## src/common/isc_pkg.sv

```systemverilog
// isc_pkg: constants for the two-wire slave front end
// assumes: a single 125 MHz core clock; the bus lines arrive as raw pins
package isc_pkg;
  // core clock period in picoseconds
  localparam int unsigned CLK_PERIOD_PS = 8000;
  // port mode select encodings (two bits)
  localparam logic [1:0] MODE_7BIT      = 2'h0;
  localparam logic [1:0] MODE_10BIT     = 2'h1;
  localparam logic [1:0] MODE_7BIT_SP   = 2'h2;
  localparam logic [1:0] MODE_10BIT_SP  = 2'h3;
  // high address byte pattern in 10-bit mode: 11110 a9 a8, then the direction bit
  localparam logic [4:0] TEN_BIT_HDR    = 5'h1e;
  localparam int unsigned A98_HI_POS    = 2;
  localparam int unsigned A98_LO_POS    = 1;
  // bit counts within a byte
  localparam logic [3:0] BIT_ACK_SLOT   = 4'h8;
  localparam logic [3:0] BIT_LAST       = 4'h9;
  // reset values
  localparam logic [7:0] ADDR_RST       = 8'h00;
  localparam logic [7:0] MASK_RST       = 8'hff;
  // slave transfer states
  typedef enum logic [2:0] {
    ST_IDLE,
    ST_ADDR_HI,
    ST_ADDR_LO,
    ST_WAIT_UA,
    ST_RX,
    ST_TX
  } isc_state_t;
endpackage : isc_pkg

```

## src/core/isc_cond.sv

```systemverilog
// isc_cond: start, stop and scl edge detection on synchronised lines
// assumes: sda and scl already synchronised to clk
`timescale 1ns/1ps
module isc_cond
(
  input  wire logic clk,
  input  wire logic rst,
  input  wire logic sda,
  input  wire logic scl,
  output logic      start_det,
  output logic      stop_det,
  output logic      scl_rise,
  output logic      scl_fall,
  output logic      bus_idle
);
  logic sda_d_r;
  logic scl_d_r;
  logic low_seen_r;
  logic busy_r;

  // previous sample of each line
  always_ff @(posedge clk or posedge rst)
  begin
    if (rst)
    begin
      sda_d_r <= 1'b1;
      scl_d_r <= 1'b1;
    end
    else
    begin
      sda_d_r <= sda;
      scl_d_r <= scl;
    end
  end

  // conditions only while scl stays high
  assign start_det = sda_d_r & ~sda & scl & scl_d_r;
  assign stop_det  = ~sda_d_r & sda & scl & scl_d_r & low_seen_r;
  assign scl_rise  = ~scl_d_r & scl;
  assign scl_fall  = scl_d_r & ~scl;

  // one scl low period needed since start before a stop counts
  always_ff @(posedge clk or posedge rst)
  begin
    if (rst)
      low_seen_r <= 1'b0;
    else if (start_det)
      low_seen_r <= 1'b0;
    else if (~scl)
      low_seen_r <= 1'b1;
  end

  // bus busy between start and stop
  always_ff @(posedge clk or posedge rst)
  begin
    if (rst)
      busy_r <= 1'b0;
    else if (start_det)
      busy_r <= 1'b1;
    else if (stop_det)
      busy_r <= 1'b0;
  end

  assign bus_idle = ~busy_r & sda & scl;
endmodule : isc_cond

```

## src/core/isc_slave.sv

```systemverilog
// isc_slave: slave front end of a two-wire serial port
// assumes: external master drives scl; pins are open drain, resolved
// outside from the enables; software bits are plain ports
`timescale 1ns/1ps
module isc_slave
(
  input  wire logic       ref_clk,
  input  wire logic       sys_rst,
  input  wire logic       sda_in,
  output logic            sda_out,
  output logic            sda_oe,
  input  wire logic       scl_in,
  output logic            scl_out,
  output logic            scl_oe,
  input  wire logic [1:0] port_mode_select,
  input  wire logic [7:0] slave_address_reg,
  input  wire logic       addr_write,
  input  wire logic [7:0] addr_mask,
  input  wire logic       start_irq_enable,
  input  wire logic       stop_irq_enable,
  input  wire logic       address_hold_enable,
  input  wire logic       data_hold_enable,
  input  wire logic       ack_value_select,
  input  wire logic       clock_release,
  input  wire logic [7:0] tx_data,
  input  wire logic       tx_load,
  input  wire logic       buf_read,
  input  wire logic       irq_clear,
  input  wire logic       ovf_clear,
  input  wire logic       coll_clear,
  output logic [7:0]      rx_tx_buffer,
  output logic            buffer_full_flag,
  output logic            receive_overflow_flag,
  output logic            ack_received_status,
  output logic            ack_time_status,
  output logic            port_interrupt_flag,
  output logic            address_update_needed,
  output logic            prior_match,
  output logic            read_dir,
  output logic            start_seen,
  output logic            stop_seen,
  output logic            bus_collision,
  output logic            bus_idle
);
  logic sda_s;
  logic scl_s;
  logic start_det;
  logic stop_det;
  logic scl_rise;
  logic scl_fall;

  isc_pkg::isc_state_t state_r;
  logic [3:0] bit_cnt_r;
  logic [7:0] shift_r;
  logic [7:0] tx_r;
  logic       ack_drive_r;
  logic       ack_pend_r;
  logic       coll_ev;
  logic       tx_drive_r;
  logic       stretch_r;
  logic       ack_slot_r;
  logic       is_ten;
  logic       sp_mode;
  logic       hold_en;
  logic       ev_irq;
  logic       byte_done;
  logic       ack_ok;
  logic       hi_match;
  logic       lo_match;
  logic       a7_match;

  // two-stage synchronisers on both pins
  isc_sync u_sync_sda (.clk(ref_clk), .rst(sys_rst), .din(sda_in),
                       .dout(sda_s));
  isc_sync u_sync_scl (.clk(ref_clk), .rst(sys_rst), .din(scl_in),
                       .dout(scl_s));

  isc_cond u_cond
  (
    .clk      (ref_clk),
    .rst      (sys_rst),
    .sda      (sda_s),
    .scl      (scl_s),
    .start_det(start_det),
    .stop_det (stop_det),
    .scl_rise (scl_rise),
    .scl_fall (scl_fall),
    .bus_idle (bus_idle)
  );

  // masked compare used by the seven-bit and 10-bit low byte address checks
  function automatic logic addr_eq(input logic [7:0] a, input logic [7:0] b,
                                   input logic [7:0] m);
    addr_eq = ((a ^ b) & m) == 8'h00;
  endfunction : addr_eq

  // mode decode
  assign is_ten  = port_mode_select[0];
  assign sp_mode = port_mode_select[1];
  assign hold_en = address_hold_enable | data_hold_enable;
  assign byte_done = scl_rise & (bit_cnt_r == 4'h7);
  // seven-bit compare ignores direction bit
  assign a7_match = addr_eq({shift_r[6:0], sda_s}, slave_address_reg,
                            {addr_mask[7:1], 1'b0});
  assign hi_match = ({shift_r[6:2], shift_r[1:0]} ==
                     {isc_pkg::TEN_BIT_HDR,
                      slave_address_reg[isc_pkg::A98_HI_POS],
                      slave_address_reg[isc_pkg::A98_LO_POS]});
  assign lo_match = addr_eq({shift_r[6:0], sda_s}, slave_address_reg,
                            addr_mask);
  // ack level: software picks it on hold, hardware acks otherwise
  assign ack_ok = hold_en ? ~ack_value_select : 1'b1;
  // collision: line found low where we left it high, or still driving sda at a start
  assign coll_ev = (state_r == isc_pkg::ST_TX && scl_rise && !ack_slot_r &&
                    !tx_drive_r && !sda_s) || (start_det && sda_oe);
  // start/stop events raise the flag in sp modes or with enables
  assign ev_irq = (start_det & (sp_mode | start_irq_enable)) |
                  (stop_det & (sp_mode | stop_irq_enable));

  // bit counter and shifter clocked by scl rising edges
  always_ff @(posedge ref_clk or posedge sys_rst)
  begin
    if (sys_rst)
    begin
      bit_cnt_r <= 4'h0;
      shift_r   <= 8'h00;
    end
    else if (start_det || stop_det)
      bit_cnt_r <= 4'h0;
    else if (scl_rise)
    begin
      shift_r   <= {shift_r[6:0], sda_s};
      bit_cnt_r <= (bit_cnt_r == isc_pkg::BIT_ACK_SLOT) ? 4'h0
                   : bit_cnt_r + 4'h1;
    end
  end

  // transfer state machine
  always_ff @(posedge ref_clk or posedge sys_rst)
  begin
    if (sys_rst)
    begin
      state_r  <= isc_pkg::ST_IDLE;
      read_dir <= 1'b0;
    end
    else if (start_det)
      state_r <= is_ten ? isc_pkg::ST_ADDR_HI : isc_pkg::ST_ADDR_LO;
    else if (stop_det || coll_ev)
      state_r <= isc_pkg::ST_IDLE;
    else if (byte_done)
    begin
      case (state_r)
        isc_pkg::ST_ADDR_HI:
          if (!hi_match)
            state_r <= isc_pkg::ST_IDLE;
          else if (sda_s && prior_match)
          begin
            state_r  <= isc_pkg::ST_TX;
            read_dir <= 1'b1;
          end
          else if (!sda_s)
            state_r <= isc_pkg::ST_WAIT_UA;
          else
            state_r <= isc_pkg::ST_IDLE;
        isc_pkg::ST_ADDR_LO:
          if (is_ten ? !lo_match : !a7_match)
            state_r <= isc_pkg::ST_IDLE;
          else
          begin
            read_dir <= ~is_ten & sda_s;
            state_r  <= (~is_ten & sda_s) ? isc_pkg::ST_TX
                        : isc_pkg::ST_RX;
          end
        isc_pkg::ST_TX:
          state_r <= isc_pkg::ST_TX;
        default:
          state_r <= state_r;
      endcase
    end
    else if (state_r == isc_pkg::ST_WAIT_UA && addr_write)
      state_r <= isc_pkg::ST_ADDR_LO;
    else if (state_r == isc_pkg::ST_TX && ack_slot_r && scl_rise
             && sda_s)
      state_r <= isc_pkg::ST_IDLE;
  end

  // ack slot marker during the ninth pulse
  always_ff @(posedge ref_clk or posedge sys_rst)
  begin
    if (sys_rst)
      ack_slot_r <= 1'b0;
    else if (start_det || stop_det)
      ack_slot_r <= 1'b0;
    else if (scl_fall)
      ack_slot_r <= (bit_cnt_r == isc_pkg::BIT_ACK_SLOT);
  end

  // ack decision latched at the eighth rise, in the same cycle the buffer loads, from the old flags
  always_ff @(posedge ref_clk or posedge sys_rst)
  begin
    if (sys_rst)
      ack_pend_r <= 1'b0;
    else if (start_det || stop_det)
      ack_pend_r <= 1'b0;
    else if (byte_done)
      ack_pend_r <= ~buffer_full_flag & ~receive_overflow_flag &
                    ((state_r == isc_pkg::ST_RX) |
                     ((state_r == isc_pkg::ST_ADDR_LO) &
                      (is_ten ? lo_match : a7_match)) |
                     ((state_r == isc_pkg::ST_ADDR_HI) & hi_match &
                      (~sda_s | prior_match)));
  end

  // sda drivers: ack while receiving, data while transmitting
  always_ff @(posedge ref_clk or posedge sys_rst)
  begin
    if (sys_rst)
    begin
      ack_drive_r <= 1'b0;
      tx_drive_r  <= 1'b0;
    end
    else if (start_det || stop_det || coll_ev)
    begin
      ack_drive_r <= 1'b0;
      tx_drive_r  <= 1'b0;
    end
    else if (scl_fall)
    begin
      ack_drive_r <= (bit_cnt_r == isc_pkg::BIT_ACK_SLOT) && ack_pend_r &&
                     ack_ok;
      // transmitter releases sda in the ack slot
      tx_drive_r  <= (state_r == isc_pkg::ST_TX) &&
                     (bit_cnt_r != isc_pkg::BIT_ACK_SLOT) &&
                     !tx_r[7 - bit_cnt_r[2:0]];
    end
    // first bit goes out as soon as software loads the byte
    else if (tx_load && state_r == isc_pkg::ST_TX && !ack_slot_r &&
             bit_cnt_r == 4'h0)
      tx_drive_r <= ~tx_data[7];
  end

  assign sda_oe  = ack_drive_r | tx_drive_r;
  assign sda_out = 1'b0;

  // transmit holding register
  always_ff @(posedge ref_clk or posedge sys_rst)
  begin
    if (sys_rst)
      tx_r <= 8'hff;
    else if (tx_load)
      tx_r <= tx_data;
  end

  // receive buffer, full and overflow flags
  always_ff @(posedge ref_clk or posedge sys_rst)
  begin
    if (sys_rst)
    begin
      rx_tx_buffer          <= 8'h00;
      buffer_full_flag      <= 1'b0;
      receive_overflow_flag <= 1'b0;
    end
    else
    begin
      if (byte_done && state_r != isc_pkg::ST_IDLE &&
          state_r != isc_pkg::ST_TX && state_r != isc_pkg::ST_WAIT_UA)
      begin
        if (buffer_full_flag)
          receive_overflow_flag <= 1'b1;
        else if ((state_r != isc_pkg::ST_ADDR_LO || is_ten || a7_match)
                 && (state_r != isc_pkg::ST_ADDR_HI || hi_match))
        begin
          rx_tx_buffer     <= {shift_r[6:0], sda_s};
          buffer_full_flag <= 1'b1;
        end
      end
      else
      begin
        if (buf_read)
          buffer_full_flag <= 1'b0;
        if (ovf_clear)
          receive_overflow_flag <= 1'b0;
      end
    end
  end

  // interrupt flag; hardware set wins over software clear
  always_ff @(posedge ref_clk or posedge sys_rst)
  begin
    if (sys_rst)
      port_interrupt_flag <= 1'b0;
    else if (ev_irq || (ack_slot_r && scl_fall &&
             state_r != isc_pkg::ST_IDLE && sda_s == 1'b0) ||
             (byte_done && hold_en && state_r != isc_pkg::ST_IDLE))
      port_interrupt_flag <= 1'b1;
    else if (irq_clear)
      port_interrupt_flag <= 1'b0;
  end

  // ack-time status and sampled ack level
  always_ff @(posedge ref_clk or posedge sys_rst)
  begin
    if (sys_rst)
    begin
      ack_time_status     <= 1'b0;
      ack_received_status <= 1'b0;
    end
    else
    begin
      if (scl_fall && bit_cnt_r == isc_pkg::BIT_ACK_SLOT &&
          state_r != isc_pkg::ST_IDLE && hold_en)
        ack_time_status <= 1'b1;
      else if (scl_fall || start_det || stop_det)
        ack_time_status <= 1'b0;
      if (ack_slot_r && scl_rise)
        ack_received_status <= sda_s;
    end
  end

  // 10-bit address update and prior-match flag
  always_ff @(posedge ref_clk or posedge sys_rst)
  begin
    if (sys_rst)
    begin
      address_update_needed <= 1'b0;
      prior_match           <= 1'b0;
    end
    else
    begin
      if (byte_done && is_ten && (state_r == isc_pkg::ST_ADDR_HI &&
          hi_match && !sda_s || state_r == isc_pkg::ST_ADDR_LO))
        address_update_needed <= 1'b1;
      else if (addr_write)
        address_update_needed <= 1'b0;
      if (stop_det || (byte_done && state_r == isc_pkg::ST_ADDR_HI &&
          (!hi_match || !sda_s)))
        prior_match <= 1'b0;
      else if (byte_done && is_ten && state_r == isc_pkg::ST_ADDR_LO &&
               lo_match)
        prior_match <= 1'b1;
    end
  end

  // clock stretch after 10-bit high byte, read address or hold points
  always_ff @(posedge ref_clk or posedge sys_rst)
  begin
    if (sys_rst)
      stretch_r <= 1'b0;
    else if (start_det || stop_det || clock_release)
      stretch_r <= 1'b0;
    else if (scl_fall && ack_slot_r && (address_update_needed ||
             (state_r == isc_pkg::ST_TX && read_dir)))
      stretch_r <= 1'b1;
    else if (scl_fall && hold_en && bit_cnt_r == isc_pkg::BIT_ACK_SLOT
             && state_r != isc_pkg::ST_IDLE)
      stretch_r <= 1'b1;
  end

  assign scl_oe  = stretch_r;
  assign scl_out = 1'b0;

  // collision detection and condition status
  always_ff @(posedge ref_clk or posedge sys_rst)
  begin
    if (sys_rst)
    begin
      bus_collision <= 1'b0;
      start_seen    <= 1'b0;
      stop_seen     <= 1'b0;
    end
    else
    begin
      if (coll_ev)
        bus_collision <= 1'b1;
      else if (coll_clear)
        bus_collision <= 1'b0;
      if (start_det)
      begin
        start_seen <= 1'b1;
        stop_seen  <= 1'b0;
      end
      else if (stop_det)
      begin
        stop_seen  <= 1'b1;
        start_seen <= 1'b0;
      end
    end
  end

  property p_start_flag;
    @(posedge ref_clk) disable iff (sys_rst)
    start_det |=> start_seen;
  endproperty
  a_start_flag: assert property (p_start_flag) else $error("start lost");

  property p_ack_nak_full;
    @(posedge ref_clk) disable iff (sys_rst)
    (byte_done && (buffer_full_flag || receive_overflow_flag))
      |=> !ack_pend_r;
  endproperty
  a_ack_nak_full: assert property (p_ack_nak_full) else $error("ack full");

  property p_ua_stretch;
    @(posedge ref_clk) disable iff (sys_rst)
    (address_update_needed && stretch_r && !addr_write && !clock_release
     && !start_det && !stop_det) |=> scl_oe;
  endproperty
  a_ua_stretch: assert property (p_ua_stretch) else $error("ua");

  property p_stop_flag;
    @(posedge ref_clk) disable iff (sys_rst)
    stop_det |=> (stop_seen && !start_seen);
  endproperty
  a_stop_flag: assert property (p_stop_flag) else $error("stop lost");

  property p_nomatch_silent;
    @(posedge ref_clk) disable iff (sys_rst)
    (byte_done && state_r == isc_pkg::ST_ADDR_LO && !is_ten && !a7_match)
      |=> (state_r == isc_pkg::ST_IDLE && !ack_pend_r &&
           $stable(rx_tx_buffer));
  endproperty
  a_nomatch_silent: assert property (p_nomatch_silent)
    else $error("mismatch not silent");

  property p_ack_time_status_hold;
    @(posedge ref_clk) disable iff (sys_rst)
    $rose(ack_time_status) |-> $past(hold_en);
  endproperty
  a_ack_time_status_hold: assert property (p_ack_time_status_hold)
    else $error("ack time without hold");

  property p_tx_release;
    @(posedge ref_clk) disable iff (sys_rst)
    (state_r == isc_pkg::ST_TX && ack_slot_r) |-> !tx_drive_r;
  endproperty
  a_tx_release: assert property (p_tx_release)
    else $error("sda held in ack slot");

  cover property (@(posedge ref_clk) disable iff (sys_rst) stop_det);
  cover property (@(posedge ref_clk) disable iff (sys_rst)
                  state_r == isc_pkg::ST_TX);
  cover property (@(posedge ref_clk) disable iff (sys_rst) prior_match);
endmodule : isc_slave

```

## src/core/isc_sync.sv

```systemverilog
// isc_sync: two-stage synchroniser for one raw pin
// assumes: input is asynchronous to clk; output is a clean level
`timescale 1ns/1ps
module isc_sync
(
  input  wire logic clk,
  input  wire logic rst,
  input  wire logic din,
  output logic      dout
);
  logic meta_r;

  // two flops, first one read only by the second
  always_ff @(posedge clk or posedge rst)
  begin
    if (rst)
    begin
      meta_r <= 1'b1;
      dout   <= 1'b1;
    end
    else
    begin
      meta_r <= din;
      dout   <= meta_r;
    end
  end
endmodule : isc_sync

```

## config.mk

```make
export PLATFORM = sky130hd
export DESIGN_NAME = isc_slave
export DESIGN_NICKNAME = d
export VERILOG_FILES = /design/src/common/isc_pkg.sv /design/src/core/isc_cond.sv /design/src/core/isc_slave.sv /design/src/core/isc_sync.sv
export SDC_FILE = /design/constraint.sdc
export NUM_CORES = 1
export LEC_CHECK = 0
export BUFFER_PORTS_ARGS = -buffer_cell sky130_fd_sc_hd__buf_4
export CORE_ASPECT_RATIO = 0.9
export CORE_UTILIZATION = 30
export CTS_CLUSTER_SIZE = 40
export DETAILED_ROUTE_END_ITERATION = 12
export PLACE_DENSITY = 0.54
export SETUP_SLACK_MARGIN = 0.3
export SLEW_MARGIN = 20
export SYNTH_ARGS = -nofsm -noshare
export SYNTH_HDL_FRONTEND = slang
export SYNTH_SLANG_ARGS = --single-unit
```

## constraint.sdc

```tcl
create_clock -name ref_clk -period 2.75 [get_ports ref_clk]
set_input_delay 0.275 -clock ref_clk [delete_from_list [all_inputs] [get_ports ref_clk]]
set_output_delay 0.275 -clock ref_clk [all_outputs]
set_load 0.05 [all_outputs]
```

---- Word level (Yosys, flattened, before mapping) ----
Cells that the tools add are included.
storage, ports and cells
  flip-flop bits (word level) ............. 53
  output and inout bits ................... 24
  input port bits ......................... 42
  word-level logic and storage cells ...... 244
operators by class
  order comparisons ....................... 1
  muxes and demuxes ....................... 59
  reductions and logical operators ........ 91
  add/sub/neg operators ................... 2
  bitwise operators ....................... 44
  equal/unequal tests ..................... 19
operators with widths
  cell                 count
  $logic_and 1x1->1    43
  $mux 1               43
  $lt 32x4->1 const B  1
  $reduce_bool 2->1    13
  $mux 3               8
  $and 1x1->1          20
  $and 8x8->8          2
  $logic_not 8->1      2
  $logic_or 1x1->1     16
  $not 1->1            13
  $mux 4               3
  $ne 2x2->1 const B   5
  $pmux 3 s3           1
  $reduce_bool 3->1    3
  $or 1x1->1           8
  $xor 8x8->8          1
  $eq 7x7->1           1
  $logic_not 1->1      7
  $reduce_and 7->1     1
  $eq 3x2->1 const B   2
  $eq 3x3->1 const B   2
  $ne 3x2->1 const B   2
  $ne 6x2->1 const B   1
  $reduce_and 2->1     3
  other kinds (14)     15

---- Logic depth before layout (Yosys ltp) ----
Gate-level depths: netlist of the first run.
  word-level depth ........................ 10
  depth in mapped cells ................... 7
  gate-level depth less buffers ........... 7

---- Hierarchy ----
Synthesis of the first run repeated with hierarchy kept, for this count alone.
unflattened totals
  cell total of the unflattened synthesis .. 263
  area, all modules ....................... 2812.7 sq um
by module, submodules not included
  module     cells an instance  area each (sq um)  sequential area each (sq um)  times used
  isc_slave  240                2519.9             1161.1                        1
  isc_cond   17                 180.2              102.6                         1
  isc_sync   3                  56.3               52.6                          2

---- Worst setup path after synthesis of the first run ----
Ideal clock, no wire load.
  kind .................................... reg-to-reg
  from .................................... register bit_cnt_r[0]
  to ...................................... register rx_tx_buffer[0]
  buffers on the path ..................... 0
  required time ........................... 2625 ps
  period minus slack after synthesis ...... 2141 ps
  path slack .............................. 609 ps
  cell stages (with the launch flop) ...... 7
  arrival time ............................ 2016 ps
  setup time .............................. 125 ps
  path through ............................ dfrtp_1 ha_1 nand3b_1 a2111oi_4 o21ai_2 a211oi_4 mux2_4
on the way
  word-level cells in the longest chain between the ends .. 6
RTL lines
  what                             line              source
  start: declaration               isc_slave.sv:53   logic [3:0] bit_cnt_r;
  start signal: assignment         isc_slave.sv:133  bit_cnt_r <= (bit_cnt_r == isc_pkg::BIT_ACK_SLOT) ? 4'h0
  $eq 4x3->1                       isc_slave.sv:101  assign byte_done = scl_rise & (bit_cnt_r == 4'h7);
  $and 1x1->1                      isc_slave.sv:101
  $logic_and 1x1->1 (2 in series)  isc_slave.sv:265  if (byte_done && state_r != isc_pkg::ST_IDLE &&
  $logic_and 1x1->1                isc_slave.sv:266  state_r != isc_pkg::ST_TX && state_r != isc_pkg::ST_WAIT_UA)
  $reduce_and 3->1 (no line)       -
  end signal: assignment           isc_slave.sv:273  rx_tx_buffer <= {shift_r[6:0], sda_s};
  end: declaration                 isc_slave.sv:31   output logic [7:0] rx_tx_buffer,
No other way between the ends.
A chain may end at the register's enable or synchronous reset.

---- Worst setup path after layout of the first run ----
  from .................................... register shift_r[4]
  to ...................................... register rx_tx_buffer[2]
on the way
  word-level cells in the longest chain between the ends .. 6
  elaborated cells on any way between the ends .. 8
  those cells by class .................... eq/ne: 1; bitwise: 2; reduce/logical: 5
RTL lines
  what                            line              source
  start: declaration              isc_slave.sv:54   logic [7:0] shift_r;
  start signal: assignment        isc_slave.sv:132  shift_r <= {shift_r[6:0], sda_s};
  $xor 8x8->8                     isc_slave.sv:94   addr_eq = ((a ^ b) & m) == 8'h00;
  $and 8x8->8                     isc_slave.sv:94
  $logic_not 8->1                 isc_slave.sv:94
  $logic_or 1x1->1                isc_slave.sv:270  else if ((state_r != isc_pkg::ST_ADDR_LO || is_ten || a7_match)
  $logic_and 1x1->1 (*)           isc_slave.sv:271  && (state_r != isc_pkg::ST_ADDR_HI || hi_match))
  $reduce_and 3->1 (no line) (*)  -
Mark *: on every way between the ends. The rest lies on a longest branch, timed or not.

==> results of run 1 <==
[cells by family (layout without fill, tap and decap cells)]
family | Yosys count | after routing | share of synthesized area
compound gates | 55 | 55 | 0.146
xor+xnor | 9 | 9 | 0.0275
flops | 53 | 53 | 0.470
other cells | 1 | 2 | 0.00131
fa+ha+maj | 2 | 2 | 0.00874
simple gates | 113 | 113 | 0.208
mux | 21 | 21 | 0.101
buf+inv | 21 | 89 | 0.0380
[layout by cell type (no fill, tap or decap), drive strengths merged, types with 4 or more instances in the layout]
cell     n
buf     72
nand2   41
dfrtp   39
mux2    18
nor2    17
dfstp   14
a21oi   13
xor2     9
nand2b   8
inv      8
o21ai    8
nor2b    7
nor3     7
clkbuf   6
nand3b   4
nor4     4
[layer usage]
metal	vias to the layer above	share of wire
met5	-	0
met4	0	0.015
met3	11	0.042
met2	60	0.44
met1	1122	0.50
li1	1128	-
[worst max-delay path, cell delays in order (launching register included)]
cell and delay (ns):
dfrtp_1 0.44, xor2_1 0.18, a222oi_1 0.44, nand3_2 0.28, a211oi_4 0.27, buf_4 0.23, mux2_4 0.31
[power groups by stage]
stage                     clock [mW]  combinational, mW  sequential, mW
after floorplan                    0              0.246           0.971
after CTS                      0.607              0.404           0.947
after detailed placement           0              0.401           0.962
final                          0.588              0.402           0.948
after global routing           0.639              0.447           0.963
after global placement             0              0.399           0.959
[through the flow]
stage | area [um2] | util
6_report | 3630 | 0.396
5_1_grt | 3630 | 0.396
4_1_cts | 3620 | 0.395
3_5_place_dp | 3480 | 0.380
3_3_place_gp | 3480 | 0.380
2_1_floorplan | 2870 | -
[flip-flops by register name (all words and copies together) (netlist names), 3 cells and up]
name,count
shift_r,7
bit_cnt_r,4
state_r,3
tx_r,8
rx_tx_buffer,8
[final cells by class]
class                      instances  area, um2  area share
tap                              122        153      0.0421
clock buffer                       6       93.8      0.0259
inverter                           8       30.0     0.00828
clock inverter                     2       35.0     0.00966
multi-input combinational        202       1420       0.392
timing repair buffer              73        551       0.152
sequential                        53       1340       0.370
[worst min-delay path by stage]
| stage | depth (start not counted) | startpoint | slack (ns) | to |
|---|---|---|---|---|
| 2_1_floorplan | 0 | scl_in | 0.28 | u_sync_scl.meta_r |
| 3_3_place_gp | 3 | sys_rst | 0.32 | bit_cnt_r[3] |
| 3_5_place_dp | 3 | sys_rst | 0.32 | bit_cnt_r[3] |
| 4_1_cts | 1 | scl_in | 0.06 | u_sync_scl.meta_r |
| 5_1_grt | 1 | scl_in | 0.04 | u_sync_scl.meta_r |
| 6_report | 1 | scl_in | 0.07 | u_sync_scl.meta_r |
[repair_timing]
| item | in CTS | in global routing |
|---|---|---|
| hold endpoints to repair | 6 | 0 |
| setup endpoints to repair | 0 | 6 |
| resized for setup | 0 | 1 |
| hold buffers | 1 | 0 |
==> impl_metrics.yaml, run 1 <==
die:
  die_area_um2: 9930
  dieHeight_um: 94.7
  core_um2: 9170
  start_util: 0.312
  rows: 33
  die-width_um: 105
  num_io_pins: 66
route:
  routed_wl_um: 7270
  dr.pass1.iters: 4
  num_vias: 2321
  drt_iter0_markers: 101
  ant_nets: 0
  wire_per_inst_um: 15.6
  drc_errors: 0
  avgViaCountPerCell: 4.98
power:
  power_leakage_nw: 1.63
  ir_drop_mv: 0.294
  p_seq_frac: 0.489
  switching_share: 0.298
  cellPowerDensity_nw_per_um2: 534
  clkPwrFrac: 0.303
  pwr-share-comb: 0.208
  p_int_mw: 1.36
  total_power_mw: 1.94
  power_switching_mw: 0.578
worst_setup_path:
  cp-startpoint: "shift_r[4]"
  crit_type: "reg2reg"
  crit_end: "rx_tx_buffer[2]"
  critPathRequiredTime_ns: 2.94
  regToRegSetupSlack_ns: 0.50
  worst_r2r_startpoint: "shift_r[4]"
  cp_data_arrival_time_ns: 2.44
  r2r_cells: 6
  crit_path_start_kind: "flip-flop"
  path_max_fanout: 8
  r2r_end: "rx_tx_buffer[2]"
  endpoint_kind: "flip-flop"
global_route:
  grt_overflow: 0
  grt_max_degree: 35
  grt.total_usage: 0.155
  antenna_found_initial: 0
  use_met2: 0.241
  grt_pass1_vias: 2333
  grtUsageMet3: 0.0269
  grt.met1_usage: 0.223
  grt_busiest_layer: "met2"
  grt_pass1_wl_um: 12000
timing:
  fmax_mhz: 445
  final-setup-viol-count: 0
  finalCritPeriodShare: 0.818
  drv_slew: 0
  worst_slew_pin_slew_ns: 0.642
  whs_ns: 0.0687
  fin_skew_ns: 0.00593
  rsz0062_at_grt: "no"
  layout_setup_ws_ns: 0.501
  period_minus_slack_ns: 2.25
  fin_setup_tns_ns: 0
  finalHoldViolCount: 0
  slew_headroom: 0.569
yosys:
  synth_top_cell_by_area: "dfrtp_1"
  ys_warn_count: 0
  ys_seq_area_frac: 0.470
  postSynthCellCount: 275
  synth_area_leaders: "dfrtp_1 34%, dfstp_2 13%, nand2_1 5.4%, mux2_4 4.2%, mux2_2 3.9%"
  synthFlopType: "dfrtp_1"
  syn-cell-area_um2: 2860
  synth.top_cell.area_share: 0.341
  async_reset_ff_frac: 1.00
  synth_edf_count: 0
  synth_seq_cells: 53
  ys_types: 66
  syn-mean-instance-area_um2: 10.4
  synth_most_common_cell: "nand2_1"
  yosys-top-cells-count: "41 x nand2_1, 39 x dfrtp_1, 17 x nor2_1"
clock_tree:
  cts_tree: "built"
  post-cts-setup-buffers: 0
  root_buffer: "clkbuf_8"
  cts_made_buffers: 5
  clock-sinks: 53
  clk_pin_slew_ns: 0.10
  cts_max_level: 2
  clockBufferDepth: 2
  clk_latency_ns: 0.30
run:
  max_cap_viol_count: 0
placement:
  gp_congestion: 0.838
  placed_cells: 457
  pre_cts_slack_ns: 0.517
  hpwl_um: 5450
  portBuffers: 63
worst_hold_path:
  holdCritPathClass: "in2reg"
final_layout:
  finalNonFillerCells: 466
  fin_nets: 387
  insertedDiodeCount: 0
  filler_cell_count: 936
  area_growth_pct: 26.8
  drive_above_1_share: 0.369
status:
  run_status: "finished clean"
Power figures use the tool's default switching activity.
==> inputs of run 2 (changes only) <==
clock period = 2.2 ns   (was 2.75 ns; I/O delays follow)
==> run 2 against run 1 <==
Via count grew 4.7%; sequential cell count is the same; sequential share of layout area shrank 3.1 points; critical path type unchanged; critical endpoint is now rx_tx_buffer[3]; largest cell class unchanged; largest power group unchanged.
==> impl_metrics.yaml, run 2 (synthesis gave the netlist of run 1 again) <==
die:
  core_um2: 9170
  die_area_um2: 9930
  start_util: 0.312
  dieHeight_um: 94.7
  die-width_um: 105
  rows: 33
  num_io_pins: 66
final_layout:
  multi_input_area_um2: 1540
  fin_nets: 416
  reg_top3: "rx_tx_buffer x8, tx_r x8, shift_r x7"
  drive_above_1_share: 0.461
  final_cell_mix: "96 x buf_4, 41 x nand2_1, 33 x dfrtp_1, 16 x nor2_1, 14 x dfstp_2"
  insertedDiodeCount: 0
  seqCellArea_um2: 1350
  final_common_cell: "buf_4"
  area_growth_pct: 39.2
  filler_cell_count: 897
  utilization: 0.434
timing:
  final-setup-viol-count: 0
  period_minus_slack_ns: 2.00
  layout_setup_ws_ns: 0.201
  worst_slew_pin_slew_ns: 0.613
  fin_skew_ns: 0.00665
  drv_slew: 0
  fmax_mhz: 500
  slew_headroom: 0.591
  finalHoldViolCount: 0
  fin_setup_tns_ns: 0
  finalCritPeriodShare: 0.909
  rsz0062_at_grt: "yes"
worst_setup_path:
  cp_data_arrival_time_ns: 2.20
  worst_r2r_startpoint: "state_r[1]"
  path_max_fanout: 7
  cp-startpoint: "state_r[1]"
  endpoint_kind: "flip-flop"
  r2r_cells: 6
  r2r_end: "rx_tx_buffer[3]"
  regToRegSetupSlack_ns: 0.20
  crit_path_start_kind: "flip-flop"
  crit_end: "rx_tx_buffer[3]"
  critPathRequiredTime_ns: 2.40
  crit_type: "reg2reg"
placement:
  gp_congestion: 0.840
  pre_cts_slack_ns: 0.0430
  portBuffers: 63
  hpwl_um: 5590
route:
  num_vias: 2429
  drc_errors: 0
  drt_iter0_markers: 78
  wire_per_inst_um: 15.2
  dr.pass1.iters: 4
  routed_wl_um: 7530
  ant_nets: 0
  avgViaCountPerCell: 4.91
clock_tree:
  clk_latency_ns: 0.31
  cts_made_buffers: 5
  root_buffer: "clkbuf_8"
  clockBufferDepth: 2
  cts_max_level: 2
  cts_tree: "built"
  clk_pin_slew_ns: 0.10
  clock-sinks: 53
status:
  run_status: "finished clean"
power:
  p_seq_frac: 0.468
  cellPowerDensity_nw_per_um2: 619
  power_leakage_nw: 1.82
  ir_drop_mv: 0.247
  pwr-share-comb: 0.251
  clkPwrFrac: 0.281
  p_int_mw: 1.73
  power_switching_mw: 0.739
  switching_share: 0.300
global_route:
  grt.total_usage: 0.159
  antenna_found_initial: 0
  grt_pass1_wl_um: 12300
  grt_max_degree: 30
  grt_pass1_vias: 2468
  grt_overflow: 0
worst_hold_path:
  holdCritPathClass: "in2reg"
run:
  max_cap_viol_count: 0
## run 2: metal layers
layer	vias up	share of wire	GRT usage
met2	64	0.47	0.267
met4	0	0.0054	0.0481
met1	1187	0.47	0.207
met3	4	0.048	0.0324
met5	-	0	0
li1	1174	-	-
## run 2: how the worst min path moves through the flow
stage,start,end,slack [ns],depth (start not counted)
6_report,clock_release,scl_oe,0.06,2
5_1_grt,clock_release,scl_oe,0.04,2
4_1_cts,scl_in,u_sync_scl.meta_r,0.007,1
3_5_place_dp,sys_rst,bit_cnt_r[0],0.31,2
3_3_place_gp,sys_rst,bit_cnt_r[0],0.30,2
2_1_floorplan,scl_in,u_sync_scl.meta_r,0.22,0
## run 2: final cells by class
| cell class | instances | share of cell area |
|---|---|---|
| Clock buffer | 7 | 0.0217 |
| Clock inverter | 1 | 0.00754 |
| Inverter | 8 | 0.00754 |
| Multi-Input combinational cell | 202 | 0.386 |
| Sequential cell | 53 | 0.339 |
| Tap cell | 122 | 0.0383 |
| Timing Repair Buffer | 102 | 0.199 |
## run 2: timing repair
item,4_1_cts,5_1_grt
buffers inserted,13,7
cloned,0,0
resized for setup,12,14
endpoints found under the hold margin,11,1
pin swaps,9,5
hold buffers,2,1
setup endpoints to repair,14,16
## run 2: critical path, stage by stage, from the launching register on
cell and delay (ns):
dfrtp_2 0.46, xor2_1 0.21, a2111oi_4 0.42, o21ai_2 0.13, a211oi_4 0.20, buf_4 0.18
mux2_4 0.29
## run 2: metrics by stage
stage	cell area, um2	hold slack (ns)	std cells	total power, mW
detailed placement	3560	0.314	464	1.72
finish	3980	0.0555	495	2.46
global route	3980	0.0388	495	2.61
floorplan	2880	0.224	276	1.52
CTS	3840	0.00692	487	2.46
global placement	3560	0.305	464	1.71
## run 2: power by group through the flow
stage	registers [mW]	logic, mW	clock network, mW
3_3_place_gp	1.19	0.525	0
2_1_floorplan	1.22	0.309	0
5_1_grt	1.17	0.681	0.756
6_report	1.15	0.618	0.693
4_1_cts	1.15	0.595	0.713
3_5_place_dp	1.19	0.532	0
==> inputs of run 3 (changes only) <==
ABC_AREA = 1   (was not set)
==> run 3 against run 2 <==
Design area down 6.6%; setup slack gained 0.18 ns; first-iteration DRC count is 40% higher; clock-buffer cell count is 1 lower; sequential share of layout area up 2.2 points; total power is 6.8% higher; register-to-register slack better by 0.18 ns; final cell count rose by 15%; sequential power increased by 3%; combinational power is 24% higher; synthesized area fell by 1.7%; critical path depth grew 7; critical endpoint is now state_r[0].
==> impl_metrics.yaml, run 3 <==
placement:
  pre_cts_slack_ns: 0.308
  hpwl_um: 5270
  portBuffers: 63
  placedInstanceArea_um2: 3450
  gp_congestion: 0.883
final_layout:
  final_cell_mix: "105 x nand2_1, 74 x buf_4, 47 x inv_1, 37 x dfrtp_1, 30 x nand3_1"
  utilization: 0.408
  drive_above_1_share: 0.295
  reg_top3: "rx_tx_buffer x8, tx_r x8, shift_r x7"
  area_growth_pct: 32.2
  final_common_cell: "nand2_1"
  insertedDiodeCount: 0
  fin_nets: 491
  stdcell_area_um2: 3720
  filler_cell_count: 968
die:
  num_io_pins: 66
  start_util: 0.308
  rows: 33
  core_um2: 9130
  die_area_um2: 9770
  die-width_um: 104
  dieHeight_um: 93.9
worst_setup_path:
  critPathMaxStageDelay_ns: 0.60
  worstPathCellList: "inv_4 > nor2_4 > inv_2 > nor3_4 > buf_6 > inv_1 > nand2_1 > nor2_1 > nand2_1 > nand2_1 > inv_2 > nor2_1 > a21oi_1"
  crit_type: "reg2reg"
  critPathRequiredTime_ns: 2.43
  endpoint_kind: "flip-flop"
  path_max_fanout: 6
  crit_path_start_kind: "flip-flop"
  cp_data_arrival_time_ns: 2.05
  crit_slowest_cell: "dfstp_2"
  cpMostUsedCell: "nand2_1"
global_route:
  grt_max_degree: 54
  antenna_found_initial: 0
  grt_pass1_wl_um: 11600
  grt_pass1_vias: 2497
  grt_overflow: 0
  grt.total_usage: 0.149
yosys:
  async_reset_ff_frac: 1.00
  ys_seq_area_frac: 0.478
  synth_most_common_cell: "nand2_1"
  ys_warn_count: 0
  synthFlopType: "dfrtp_1"
  synth_edf_count: 0
  synth.top_cell.area_share: 0.347
  ys_types: 33
  postSynthCellCount: 364
  syn-mean-instance-area_um2: 7.73
  synth_top_cell_by_area: "dfrtp_1"
  yosys-top-cells-count: "105 x nand2_1, 48 x inv_1, 39 x dfrtp_1"
  synth_area_leaders: "dfrtp_1 35%, nand2_1 14%, dfstp_2 13%, inv_1 6.4%, nand3_1 5.3%"
  synth_seq_cells: 53
  syn-cell-area_um2: 2810
route:
  drt_iter0_markers: 109
  avgViaCountPerCell: 4.57
  dr.pass1.iters: 4
  wire_per_inst_um: 12.3
  met2WireLength_um: 3250
  ant_nets: 0
  highest-signal-layer: "met4"
  routed_wl_um: 7000
  num_vias: 2604
  drc_errors: 0
  wl_met3_um: 377
  m1WireLength_um: 3310
clock_tree:
  root_buffer: "clkbuf_8"
  clk_latency_ns: 0.31
  clk_pin_slew_ns: 0.09
  cts_made_buffers: 5
  cts_tree: "built"
  cts_max_level: 2
  clockBufferDepth: 2
  clock-sinks: 53
timing:
  fin_setup_tns_ns: 0
  period_minus_slack_ns: 1.82
  worst_slew_pin_slew_ns: 0.522
  drv_slew: 0
  finalCritPeriodShare: 0.827
  final-setup-viol-count: 0
  layout_setup_ws_ns: 0.380
  slew_headroom: 0.650
  finalHoldViolCount: 0
  fmax_mhz: 549
  fin_skew_ns: 0.0172
  rsz0062_at_grt: "yes"
power:
  ir_drop_mv: 0.297
  total_power_mw: 2.63
  power_leakage_nw: 1.87
  cellPowerDensity_nw_per_um2: 707
run:
  max_cap_viol_count: 0
status:
  run_status: "finished clean"
worst_hold_path:
  holdCritPathClass: "in2reg"
==> run 3: path summary, 6_finish.rpt <==
| check | start | endpoint | slack, ns | cells after the start |
|---|---|---|---|---|
| min in group asynchronous | sys_rst | rx_tx_buffer[2] | 0.50 | 4 |
| hold reg to reg | u_sync_sda.meta_r | u_sync_sda.dout | 0.36 | 0 |
| setup / recovery | u_sync_scl.dout | state_r[0] | 0.38 | 13 |
| setup reg to reg | u_sync_scl.dout | state_r[0] | 0.38 | 13 |
| hold / removal | clock_release | scl_oe | 0.07 | 2 |
| max in group asynchronous | sys_rst | u_cond.sda_d_r | 1.39 | 4 |
==> run 3: cells by family (layout without fill, tap and decap cells) <==
family                   count (synthesis)  in the layout  share of synthesized area
AND/OR/NAND/NOR                        190            190                      0.303
XOR/XNOR                                 1              1                    0.00311
AO/OA/AOI/OAI                           56             56                      0.118
buffers and inverters                   61            144                     0.0885
adder cells (fa/ha/maj)                  2              2                    0.00889
flip-flops                              53             53                      0.478
other                                    1              2                    0.00133
==> run 3: power breakdown <==
| group | internal [mW] | switching (mW) |
|---|---|---|
| combinational | 0.267 | 0.497 |
| sequential | 1.10 | 0.0935 |
| clock | 0.345 | 0.334 |
| total | 1.71 | 0.924 |
==> run 3: repair_timing <==
| item | in CTS | in global routing |
|---|---|---|
| hold endpoints to repair | 39 | 2 |
| endpoints found under the setup margin | 1 | 12 |
| pin swaps | 0 | 1 |
| gates resized for setup | 1 | 6 |
| hold buffers | 1 | 2 |
| buffers inserted | 2 | 9 |
| cloned | 0 | 0 |
==> run 3: cell type report <==
type                            count  area (um2)  share of cell area
Clock buffer                        6        72.6              0.0195
Clock inverter                      2        38.8              0.0104
Inverter                           54         208              0.0558
Multi-Input combinational cell    251        1230               0.332
Sequential cell                    53        1350               0.362
Tap cell                          122         153              0.0410
Timing Repair Buffer               82         668               0.180
==> run 3: stage by stage <==
step,hold slack [ns],cells
after CTS,0.00495,559
after detailed placement,0.308,548
after floorplan,0.224,365
after global routing,0.0539,570
final,0.0672,570
after global placement,0.304,548
==> run 3: critical path, delay by kind of cell (launching register included) <==
| family | cells | cell delay [ns] |
|---|---|---|
| simple gates | 7 | 0.58 |
| compound gates | 1 | 0.13 |
| buf+inv | 5 | 0.43 |
| flops | 1 | 0.60 |
==> run 3: layer usage <==
layer,track usage,up-vias
met5,0,-
met3,0.0298,6
met2,0.249,65
li1,-,1328
met4,0.0417,0
met1,0.197,1205
